===== src/include/btl_pkg.sv =====
package btl_pkg;

  // ==========================================================
  // Widths
  localparam int ADDR_W = 24;
  localparam int DATA_W = 32;
  localparam int REG_AW = 6;

  // ==========================================================
  // Register offsets (byte addresses)
  localparam logic [REG_AW-1:0] CTRL_OFS   = 6'h00;
  localparam logic [REG_AW-1:0] VALUE1_OFS = 6'h04;
  localparam logic [REG_AW-1:0] CFG1_OFS   = 6'h08;
  localparam logic [REG_AW-1:0] VALUE2_OFS = 6'h0C;
  localparam logic [REG_AW-1:0] MASK_OFS   = 6'h10;
  localparam logic [REG_AW-1:0] CFG2_OFS   = 6'h14;
  localparam logic [REG_AW-1:0] COUNT_OFS  = 6'h18;
  localparam logic [REG_AW-1:0] STATUS_OFS = 6'h1C;

  // ==========================================================
  // Control register fields
  localparam int CTRL_EN_BIT     = 0;
  localparam int CTRL_MODE_LSB   = 1;   // 2 bits
  localparam int CTRL_ORDER_BIT  = 3;   // 1: second comparator leads
  localparam int CTRL_CNT_LSB    = 4;   // 2 bits
  localparam int CTRL_CNTR_BIT   = 6;   // 1: counter action, 0: normal
  localparam int CTRL_WIDTH_LSB  = 7;   // 2 bits

  // Comparator config fields
  localparam int CFG_SPACE_LSB   = 0;   // 2 bits
  localparam int CFG_ACC_LSB     = 2;   // 2 bits

  // Status fields
  localparam int STAT_ARMED_BIT  = 0;
  localparam int STAT_TRACE_BIT  = 1;
  localparam int STAT_CRUN_BIT   = 2;
  localparam int STAT_STOP_BIT   = 3;
  localparam int STAT_CNT_LSB    = 16;

  // Reset value of mask: compare every bit
  localparam logic [DATA_W-1:0] MASK_RST = 32'hFFFFFFFF;

  // ==========================================================
  // Enumerations
  typedef enum logic [1:0] {
    COMB_OR    = 2'h0,
    COMB_AND   = 2'h1,
    COMB_SEQ   = 2'h2,
    COMB_SPLIT = 2'h3
  } btl_comb_type;

  typedef enum logic [1:0] {
    SPACE_PROG  = 2'h0,
    SPACE_DATA  = 2'h1,
    SPACE_VALUE = 2'h2
  } btl_space_type;

  typedef enum logic [1:0] {
    ACC_ANY   = 2'h0,
    ACC_READ  = 2'h1,
    ACC_WRITE = 2'h2,
    ACC_FETCH = 2'h3
  } btl_acc_type;

  typedef enum logic [1:0] {
    CNT_NONE  = 2'h0,
    CNT_SUB1  = 2'h1,
    CNT_SUB2  = 2'h2,
    CNT_COMB  = 2'h3
  } btl_cnt_type;

  typedef enum logic [1:0] {
    WID_NONE = 2'h0,
    WID_BYTE = 2'h1,
    WID_WORD = 2'h2,
    WID_LONG = 2'h3
  } btl_width_type;

  typedef enum logic [1:0] {
    SEQ_IDLE  = 2'h1,
    SEQ_ARMED = 2'h2
  } btl_seq_type;

  // ==========================================================
  // Bus carriers
  typedef struct packed {
    logic              valid;
    logic              fetch;
    logic              write;
    logic [ADDR_W-1:0] addr;
  } btl_pbus_type;

  typedef struct packed {
    logic              valid;
    logic              write;
    btl_width_type     width;
    logic [ADDR_W-1:0] addr;
    logic [DATA_W-1:0] data;
  } btl_xbus_type;

  typedef struct packed {
    logic trigger;
    logic trace_start;
    logic trace_halt;
    logic counter_start;
    logic counter_halt;
    logic counter_stop;
  } btl_evt_type;

endpackage


===== src/verilog/btl_trigger.sv =====
`timescale 1ns/1ps
// Functional notes
// - First comparator matches against value one
// - Second comparator matches value two under mask
// - Program space compares fetch-bus address, qualified
// - Data space compares data-bus address, qualified
// - Second comparator may compare data value
// - Access any/read/write; fetch only program space
// - OR mode fires on either sub-trigger
// - AND mode fires when both match together
// - Sequence arms on designated sub-trigger, fires on other
// - Counted sub-trigger matches after N occurrences
// - Counted combination must occur N times
// - Split trace mode: designated sub-trigger starts trace
// - Split trace mode: other sub-trigger halts trace
// - Non-split counter mode emits counter stop events
// - Split counter mode: designated sub-trigger starts counter
// - Split counter mode: other sub-trigger halts counter
// - Value compare matches selected transfer width only
// - Core locked out cannot reach registers
module btl_trigger
#(
  parameter int COUNT_W = 16
)
(
  input  wire logic                            clk,
  input  wire logic                            rst_n,
  input  wire logic [btl_pkg::REG_AW-1:0]      reg_addr,
  input  wire logic [btl_pkg::DATA_W-1:0]      reg_wdata,
  input  wire logic                            reg_wr,
  input  wire logic                            reg_rd,
  output logic      [btl_pkg::DATA_W-1:0]      reg_rdata,
  input  wire logic                            core_locked_out,
  input  wire btl_pkg::btl_pbus_type           pbus,
  input  wire btl_pkg::btl_xbus_type           xbus,
  output btl_pkg::btl_evt_type                 evt,
  output logic                                 trace_active,
  output logic                                 counter_running
);
  import btl_pkg::*;

  // ==========================================================
  // Register storage
  // Control fields
  logic                ctrl_en_reg;
  btl_comb_type        ctrl_mode_reg;
  logic                ctrl_order_reg;
  btl_cnt_type         ctrl_cnt_reg;
  logic                ctrl_cntr_reg;
  btl_width_type       ctrl_width_reg;

  // First comparator setup
  logic [DATA_W-1:0]   value1_reg;
  btl_space_type       space1_reg;
  btl_acc_type         acc1_reg;

  // Second comparator setup
  logic [DATA_W-1:0]   value2_reg;
  logic [DATA_W-1:0]   mask_reg;
  btl_space_type       space2_reg;
  btl_acc_type         acc2_reg;

  // Counting, sequencing and stop state
  logic [COUNT_W-1:0]  count_load_reg;
  logic [COUNT_W-1:0]  count_reg;
  btl_seq_type         seq_reg;
  logic                stopped_reg;

  // Qualified strobes
  logic                wr_ok;
  logic                rd_ok;
  logic                reload;

  // Locked-out core gets neither writes nor reads
  assign wr_ok = reg_wr & ~core_locked_out;
  assign rd_ok = reg_rd & ~core_locked_out;

  // Reprogramming restarts counting and sequencing
  assign reload = wr_ok & ((reg_addr == CTRL_OFS) | (reg_addr == COUNT_OFS));

  // ==========================================================
  // Register writes
  always_ff @(posedge clk)
  begin
    if (!rst_n)
    begin
      ctrl_en_reg    <= 1'b0;
      ctrl_mode_reg  <= COMB_OR;
      ctrl_order_reg <= 1'b0;
      ctrl_cnt_reg   <= CNT_NONE;
      ctrl_cntr_reg  <= 1'b0;
      ctrl_width_reg <= WID_NONE;
      value1_reg     <= '0;
      space1_reg     <= SPACE_PROG;
      acc1_reg       <= ACC_ANY;
      value2_reg     <= '0;
      mask_reg       <= MASK_RST;
      space2_reg     <= SPACE_PROG;
      acc2_reg       <= ACC_ANY;
      count_load_reg <= '0;
    end
    else if (wr_ok)
    begin
      if (reg_addr == CTRL_OFS)
      begin
        ctrl_en_reg    <= reg_wdata[CTRL_EN_BIT];
        ctrl_mode_reg  <= btl_comb_type'(reg_wdata[CTRL_MODE_LSB +: 2]);
        ctrl_order_reg <= reg_wdata[CTRL_ORDER_BIT];
        ctrl_cnt_reg   <= btl_cnt_type'(reg_wdata[CTRL_CNT_LSB +: 2]);
        ctrl_cntr_reg  <= reg_wdata[CTRL_CNTR_BIT];
        ctrl_width_reg <= btl_width_type'(reg_wdata[CTRL_WIDTH_LSB +: 2]);
      end
      else if (reg_addr == VALUE1_OFS)
        value1_reg <= reg_wdata;
      else if (reg_addr == CFG1_OFS)
      begin
        space1_reg <= btl_space_type'(reg_wdata[CFG_SPACE_LSB +: 2]);
        acc1_reg   <= btl_acc_type'(reg_wdata[CFG_ACC_LSB +: 2]);
      end
      else if (reg_addr == VALUE2_OFS)
        value2_reg <= reg_wdata;
      else if (reg_addr == MASK_OFS)
        mask_reg <= reg_wdata;
      else if (reg_addr == CFG2_OFS)
      begin
        space2_reg <= btl_space_type'(reg_wdata[CFG_SPACE_LSB +: 2]);
        acc2_reg   <= btl_acc_type'(reg_wdata[CFG_ACC_LSB +: 2]);
      end
      else if (reg_addr == COUNT_OFS)
        count_load_reg <= reg_wdata[COUNT_W-1:0];  // Holds N minus one
    end
  end

  // ==========================================================
  // Comparators
  // Access kind filter
  function automatic logic acc_ok(input btl_acc_type acc, input logic wr,
                                  input logic fe, input logic is_prog);
    logic ok;
    ok = 1'b0;
    case (acc)
      ACC_ANY:   ok = 1'b1;
      ACC_READ:  ok = ~wr & ~fe;
      ACC_WRITE: ok = wr;
      ACC_FETCH: ok = fe & is_prog;  // Fetch only in program space
      default:   ok = 1'b0;
    endcase
    return ok;
  endfunction

  // One comparator against both buses
  function automatic logic cmp_hit(input btl_space_type sp, input btl_acc_type acc,
                                   input logic [DATA_W-1:0] val,
                                   input logic [DATA_W-1:0] msk,
                                   input logic value_ok,
                                   input btl_pbus_type pb, input btl_xbus_type xb,
                                   input btl_width_type wsel);
    logic               hit;
    logic [DATA_W-1:0]  pa;
    logic [DATA_W-1:0]  xa;
    hit = 1'b0;
    pa  = {{(DATA_W-ADDR_W){1'b0}}, pb.addr};
    xa  = {{(DATA_W-ADDR_W){1'b0}}, xb.addr};
    case (sp)
      // Program address with access kind
      SPACE_PROG:
        hit = pb.valid & (((pa ^ val) & msk) == '0)
              & acc_ok(acc, pb.write, pb.fetch, 1'b1);
      // Data address with access kind
      SPACE_DATA:
        hit = xb.valid & (((xa ^ val) & msk) == '0)
              & acc_ok(acc, xb.write, 1'b0, 1'b0);
      // Data value of selected width
      SPACE_VALUE:
        hit = value_ok & xb.valid & (wsel != WID_NONE) & (xb.width == wsel)
              & (((xb.data ^ val) & msk) == '0)
              & acc_ok(acc, xb.write, 1'b0, 1'b0);
      default:
        hit = 1'b0;
    endcase
    return hit;
  endfunction

  // Raw comparator hits
  logic raw1;
  logic raw2;

  // First comparator: full-width compare, no value mode
  assign raw1 = ctrl_en_reg & cmp_hit(space1_reg, acc1_reg, value1_reg, MASK_RST,
                                      1'b0, pbus, xbus, ctrl_width_reg);
  // Second comparator: masked, value mode allowed
  assign raw2 = ctrl_en_reg & cmp_hit(space2_reg, acc2_reg, value2_reg, mask_reg,
                                      1'b1, pbus, xbus, ctrl_width_reg);

  // ==========================================================
  // Occurrence counting on a single sub-trigger
  // Counting qualifiers
  logic cnt_zero;
  logic sub1;
  logic sub2;

  assign cnt_zero = (count_reg == '0);
  assign sub1 = (ctrl_cnt_reg == CNT_SUB1) ? (raw1 & cnt_zero) : raw1;
  assign sub2 = (ctrl_cnt_reg == CNT_SUB2) ? (raw2 & cnt_zero) : raw2;

  // ==========================================================
  // Combination
  // Ordering and combined results
  logic lead;
  logic follow;
  logic comb;
  logic fire;
  logic split;
  logic cnt_event;

  assign lead   = ctrl_order_reg ? sub2 : sub1;
  assign follow = ctrl_order_reg ? sub1 : sub2;
  assign split  = (ctrl_mode_reg == COMB_SPLIT);

  // Combined condition for this edge
  always_comb
  begin
    comb = 1'b0;
    case (ctrl_mode_reg)
      COMB_OR:    comb = sub1 | sub2;
      COMB_AND:   comb = sub1 & sub2;
      COMB_SEQ:   comb = (seq_reg == SEQ_ARMED) & follow;
      default:    comb = 1'b0;
    endcase
  end

  // Combination counted N times when selected
  assign fire = (ctrl_cnt_reg == CNT_COMB) ? (comb & cnt_zero) : comb;

  // Event that consumes one occurrence
  always_comb
  begin
    cnt_event = 1'b0;
    case (ctrl_cnt_reg)
      CNT_SUB1: cnt_event = raw1;
      CNT_SUB2: cnt_event = raw2;
      CNT_COMB: cnt_event = comb;
      default:  cnt_event = 1'b0;
    endcase
  end

  // ==========================================================
  // Occurrence counter: decrement, reload on the Nth
  always_ff @(posedge clk)
  begin
    if (!rst_n)
      count_reg <= '0;
    else if (reload)
      count_reg <= (reg_addr == COUNT_OFS) ? reg_wdata[COUNT_W-1:0] : count_load_reg;
    else if (cnt_event)
      count_reg <= cnt_zero ? count_load_reg : count_reg - 1'b1;
  end

  // ==========================================================
  // Sequence state: arm on leading, fire on following
  always_ff @(posedge clk)
  begin
    if (!rst_n)
      seq_reg <= SEQ_IDLE;
    else if (reload || ctrl_mode_reg != COMB_SEQ)
      seq_reg <= SEQ_IDLE;
    else
    begin
      case (seq_reg)
        SEQ_IDLE:
          if (lead)
            seq_reg <= SEQ_ARMED;
        SEQ_ARMED:
          if (fire)
            seq_reg <= SEQ_IDLE;
        default:
          seq_reg <= SEQ_IDLE;
      endcase
    end
  end

  // ==========================================================
  // Event outputs, registered pulses
  always_ff @(posedge clk)
  begin
    if (!rst_n)
      evt <= '0;
    else
    begin
      evt.trigger       <= ~ctrl_cntr_reg & ~split & fire;
      evt.trace_start   <= ~ctrl_cntr_reg & split & lead;
      evt.trace_halt    <= ~ctrl_cntr_reg & split & follow;
      evt.counter_stop  <= ctrl_cntr_reg & ~split & fire;
      evt.counter_start <= ctrl_cntr_reg & split & lead;
      evt.counter_halt  <= ctrl_cntr_reg & split & follow;
    end
  end

  // ==========================================================
  // Trace capture level; halt wins a same-edge tie
  always_ff @(posedge clk)
  begin
    if (!rst_n)
      trace_active <= 1'b0;
    else if (~ctrl_cntr_reg & split & follow)
      trace_active <= 1'b0;
    else if (~ctrl_cntr_reg & split & lead)
      trace_active <= 1'b1;
  end

  // Special counter run level
  always_ff @(posedge clk)
  begin
    if (!rst_n)
      counter_running <= 1'b0;
    else if (ctrl_cntr_reg & (split ? follow : fire))
      counter_running <= 1'b0;
    else if (ctrl_cntr_reg & split & lead)
      counter_running <= 1'b1;
  end

  // ==========================================================
  // Sticky stop flag: set wins over write-one clear
  always_ff @(posedge clk)
  begin
    if (!rst_n)
      stopped_reg <= 1'b0;
    else if (ctrl_cntr_reg & ~split & fire)
      stopped_reg <= 1'b1;
    else if (wr_ok && reg_addr == STATUS_OFS && reg_wdata[STAT_STOP_BIT])
      stopped_reg <= 1'b0;
  end

  // ==========================================================
  // Status word as software sees it
  logic [DATA_W-1:0] status_word;

  always_comb
  begin
    status_word                          = '0;
    status_word[STAT_ARMED_BIT]          = (seq_reg == SEQ_ARMED);
    status_word[STAT_TRACE_BIT]          = trace_active;
    status_word[STAT_CRUN_BIT]           = counter_running;
    status_word[STAT_STOP_BIT]           = stopped_reg;
    status_word[STAT_CNT_LSB +: COUNT_W] = count_reg;
  end

  // ==========================================================
  // Register reads, data one cycle after the strobe
  always_ff @(posedge clk)
  begin
    if (!rst_n)
      reg_rdata <= '0;
    else if (!rd_ok)
      reg_rdata <= '0;
    else if (reg_addr == CTRL_OFS)
      reg_rdata <= DATA_W'({ctrl_width_reg, ctrl_cntr_reg, ctrl_cnt_reg,
                            ctrl_order_reg, ctrl_mode_reg, ctrl_en_reg});
    else if (reg_addr == VALUE1_OFS)
      reg_rdata <= value1_reg;
    else if (reg_addr == CFG1_OFS)
      reg_rdata <= DATA_W'({acc1_reg, space1_reg});
    else if (reg_addr == VALUE2_OFS)
      reg_rdata <= value2_reg;
    else if (reg_addr == MASK_OFS)
      reg_rdata <= mask_reg;
    else if (reg_addr == CFG2_OFS)
      reg_rdata <= DATA_W'({acc2_reg, space2_reg});
    else if (reg_addr == COUNT_OFS)
      reg_rdata <= DATA_W'(count_load_reg);
    else if (reg_addr == STATUS_OFS)
      reg_rdata <= status_word;
    else
      reg_rdata <= '0;
  end

endmodule


===== config.mk =====
export PLATFORM = sky130hd
export DESIGN_NAME = btl_trigger
export DESIGN_NICKNAME = d
export VERILOG_FILES = /design/src/include/btl_pkg.sv /design/src/verilog/btl_trigger.sv
export SDC_FILE = /design/constraint.sdc
export NUM_CORES = 1
export LEC_CHECK = 0
export BUFFER_PORTS_ARGS = -buffer_cell sky130_fd_sc_hd__buf_2
export CORE_MARGIN = 5
export CORE_UTILIZATION = 57
export CTS_CLUSTER_DIAMETER = 80
export CTS_CLUSTER_SIZE = 8
export DETAILED_ROUTE_END_ITERATION = 16
export MAX_ROUTING_LAYER = met4
export PLACE_DENSITY = 0.81
export RECOVER_POWER = 25
export SLEW_MARGIN = 20
export SYNTH_ARGS = -nofsm -noshare
export SYNTH_HDL_FRONTEND = slang
export SYNTH_SLANG_ARGS = --single-unit

===== constraint.sdc =====
create_clock -name clk -period 3 [get_ports clk]
set_input_delay 0.45 -clock clk [delete_from_list [all_inputs] [get_ports clk]]
set_output_delay 0.45 -clock clk [all_outputs]
set_load 0.01 [all_outputs]

==> impl_metrics.toml <==
[sta]
rsz0062_at_grt = "true"
post-route-period-util_pct = 98.2
skew_ps = 8.95
setup_viol = 0
worst_pin_slew_ps = 915
hold_ws_ps = 242
setup-tns-final_ps = 0
max_freq_mhz = 339
maxSlewHeadroom_pct = 39.0
layout_min_cycle_time_ps = 2950
hold_viol_final = 0
slew_viol_final = 0

[placed_design]
dp_cells = 1603
hpwl_um = 28800
numPortBuffers = 169
gp_congestion = 1.07

[drt]
vias = 10600
vias_per_cell = 6.49
wirelength_um = 39600
routedWlPerCell_um = 24.2
drt_iter0_drc = 1974
drt_pass1_iterations = 7
antenna_left = 0
remaining_drc_errors = 0

[global_routing]
grt_pass1_wl_um = 58400
grt_util_all_layers_pct = 39.1
antenna_found_initial = 0
overflow = 0
grt_max_degree = 105
grt_pass1_vias = 9897

[logic_synthesis]
syn_avg_cell_area_um2 = 7.91
synth-async-reset-ratio_pct = 0
syn_area_um2 = 9920
yosysTopAreaCellShare_pct = 38.0
synth_edf_count = 0
yosysWarnings = 0
yosys_most_used_dff = "dfxtp_1"
ys_seq_elements = 188
yosysTopAreaCell = "dfxtp_1"
synthDistinctLibCells = 68
syn-num-nets = 1388
seq_area_frac_synth_pct = 38.0
synth.most_common_cell = "nand2_1"
synth_common_cells = "nand2_1 (294), dfxtp_1 (188), a21oi_1 (138), xor2_1 (131), a22oi_1 (94)"
syn-instance-count = 1253
synth_area_leaders = "dfxtp_1 (38%), xor2_1 (12%), nand2_1 (11%)"

[finish]
nets = 1532
post-route-util_pct = 67.7
fillers = 1504
diodes = 0
area_delta_synth_final_pct = 17.3
multiInputGateArea_um2 = 5760
drive_gt1_share_pct = 17.0
final_cells = 1635
regArea_um2 = 3760

[critical_path]
cp_num_cells = 10
path_cells = "inv_1 -> ha_1 -> and3_4 -> and3_1 -> nand3_1 -> or4_4 -> a21oi_4 -> mux2i_2 -> or3b_4 -> a2111o_1"
critPathSlowestCell = "or4_4"
path_buf_inv = 1
start_kind = "register"
worstReg2RegEnd = "seq_reg[0]"
r2r-start = "space2_reg[0]"
cp.required_ps = 3320
r2r_setup_slack_ps = 50
max_stage_delay_ps = 560
cp-end-kind = "register"
rr_worst_depth = 10
cp-startpoint = "space2_reg[0]"
path_class = "reg2reg"
worstPathArrival_ps = 3270
cp_max_fo = 4
cp_top_family = "simple AND/OR/NAND/NOR gates"

[clock_tree]
clock_path_buffers = 2
path_clk_slew_ps = 70
cts_hold_buffers = 0
insertion_delay_ps = 440
cts_root_buf = "clkbuf_16"
clock-sinks = 188
postCtsSetupBuffers = 0
h-tree-depth = 4
cts_buffers = 17
cts_tree = "done"

[floorplanning]
die_area_um2 = 20100
num_rows = 48
die_h_um = 142
initial_core_util_pct = 57.7
io_pins = 170
die_w_um = 142
coreArea_um2 = 17200

[power_and_ir_drop]
p_sw_uw = 1390
power_per_cell_area_nw_per_um2 = 456
clkPwrFrac_pct = 44.6
swShare_pct = 26.2
p_int_uw = 3920
leakage_uw = 0.00478
pwr-share-comb_pct = 8.2
p_seq_share_pct = 47.3
max-vdd-ir-drop_mv = 0.415

[min_path]
min_path_type = "in2reg"
min_delay_path_depth = 3
whs_endpoint = "mask_reg[25]"
hold_start = "reg_wdata[25]"

[flow_run]
drv_cap = 0

[status]
outcome = "completed"
-- power by group through the flow --
stage / Combinational, uW / Clock [uW] / Sequential, uW
after detailed placement: 412 / 0 / 2570
after floorplan: 189 / 0 / 2560
after global placement: 411 / 0 / 2570
final: 433 / 2360 / 2510
after global routing: 449 / 2460 / 2510
after CTS: 415 / 2350 / 2510
-- cell usage in the layout (no fill, tap or decap), types with 10 or more instances in the layout --
master,count
nor2b_1,10
a22oi_1,94
clkbuf_16,17
nand2_1,294
xor2_1,131
dfxtp_1,188
a21oi_1,138
nor4_1,15
buf_2,128
o21ai_0,31
clkbuf_1,43
nand3_1,49
mux2i_1,29
nor2_1,38
buf_4,49
-- worst min-delay path, delay by kind of cell --
kind / cells / cell delay [ps]
buffers and inverters: 1 / 100
AND/OR/NAND/NOR: 2 / 110
-- cell type report --
cell class	count	share of cell area (%)
flip-flops and latches	188	32.3
clock buffers	17	3.66
well taps	225	2.42
multi-input cells	959	49.5
repair buffers	221	10.2
inverters	10	0.323
clock inverters	15	1.49
-- layer usage --
layer	vias up	GRT usage [%]	part of all wire, %
met4	0	17.1	6.0
met3	209	10.9	15
met1	4853	49.3	36
met5	-	-	0
li1	4635	-	-
met2	914	58.7	43
-- timing repair --
action	in CTS	in global routing
hold endpoints to repair	0	0
resized for setup	1	4
setup endpoints to repair	1	15
-- logic make-up (layout without fill, tap and decap cells) --
family                     after synthesis  after routing  synth area share, %
and+or+nand+nor                        469            469                 20.9
AOI/OAI and AO/OA                      317            317                 20.5
DFF                                    188            188                 38.0
xor gates and xnor gates               132            132                 11.7
buffers and inverters                  106            263                 4.16
muxes                                   36             36                 4.20
adders and majority gates                5              5                0.631
-- how the worst max path moves through the flow --
stage                      end
2_1_floorplan       seq_reg[0]
3_3_place_gp   counter_running
3_5_place_dp     count_reg[14]
4_1_cts             seq_reg[0]
5_1_grt           count_reg[3]
6_report            seq_reg[0]
-- metrics by stage --
step / total power, uW / setup WS (ps) / area [um^2]
6_report: 5310 / 53.0 / 11600
5_1_grt: 5420 / -85.8 / 11600
4_1_cts: 5270 / 44.5 / 11700
3_5_place_dp: 2980 / -99.7 / 11100
3_3_place_gp: 2980 / -149 / 11100
2_1_floorplan: 2750 / 275 / 9920
Power figures use the tool's default switching activity.
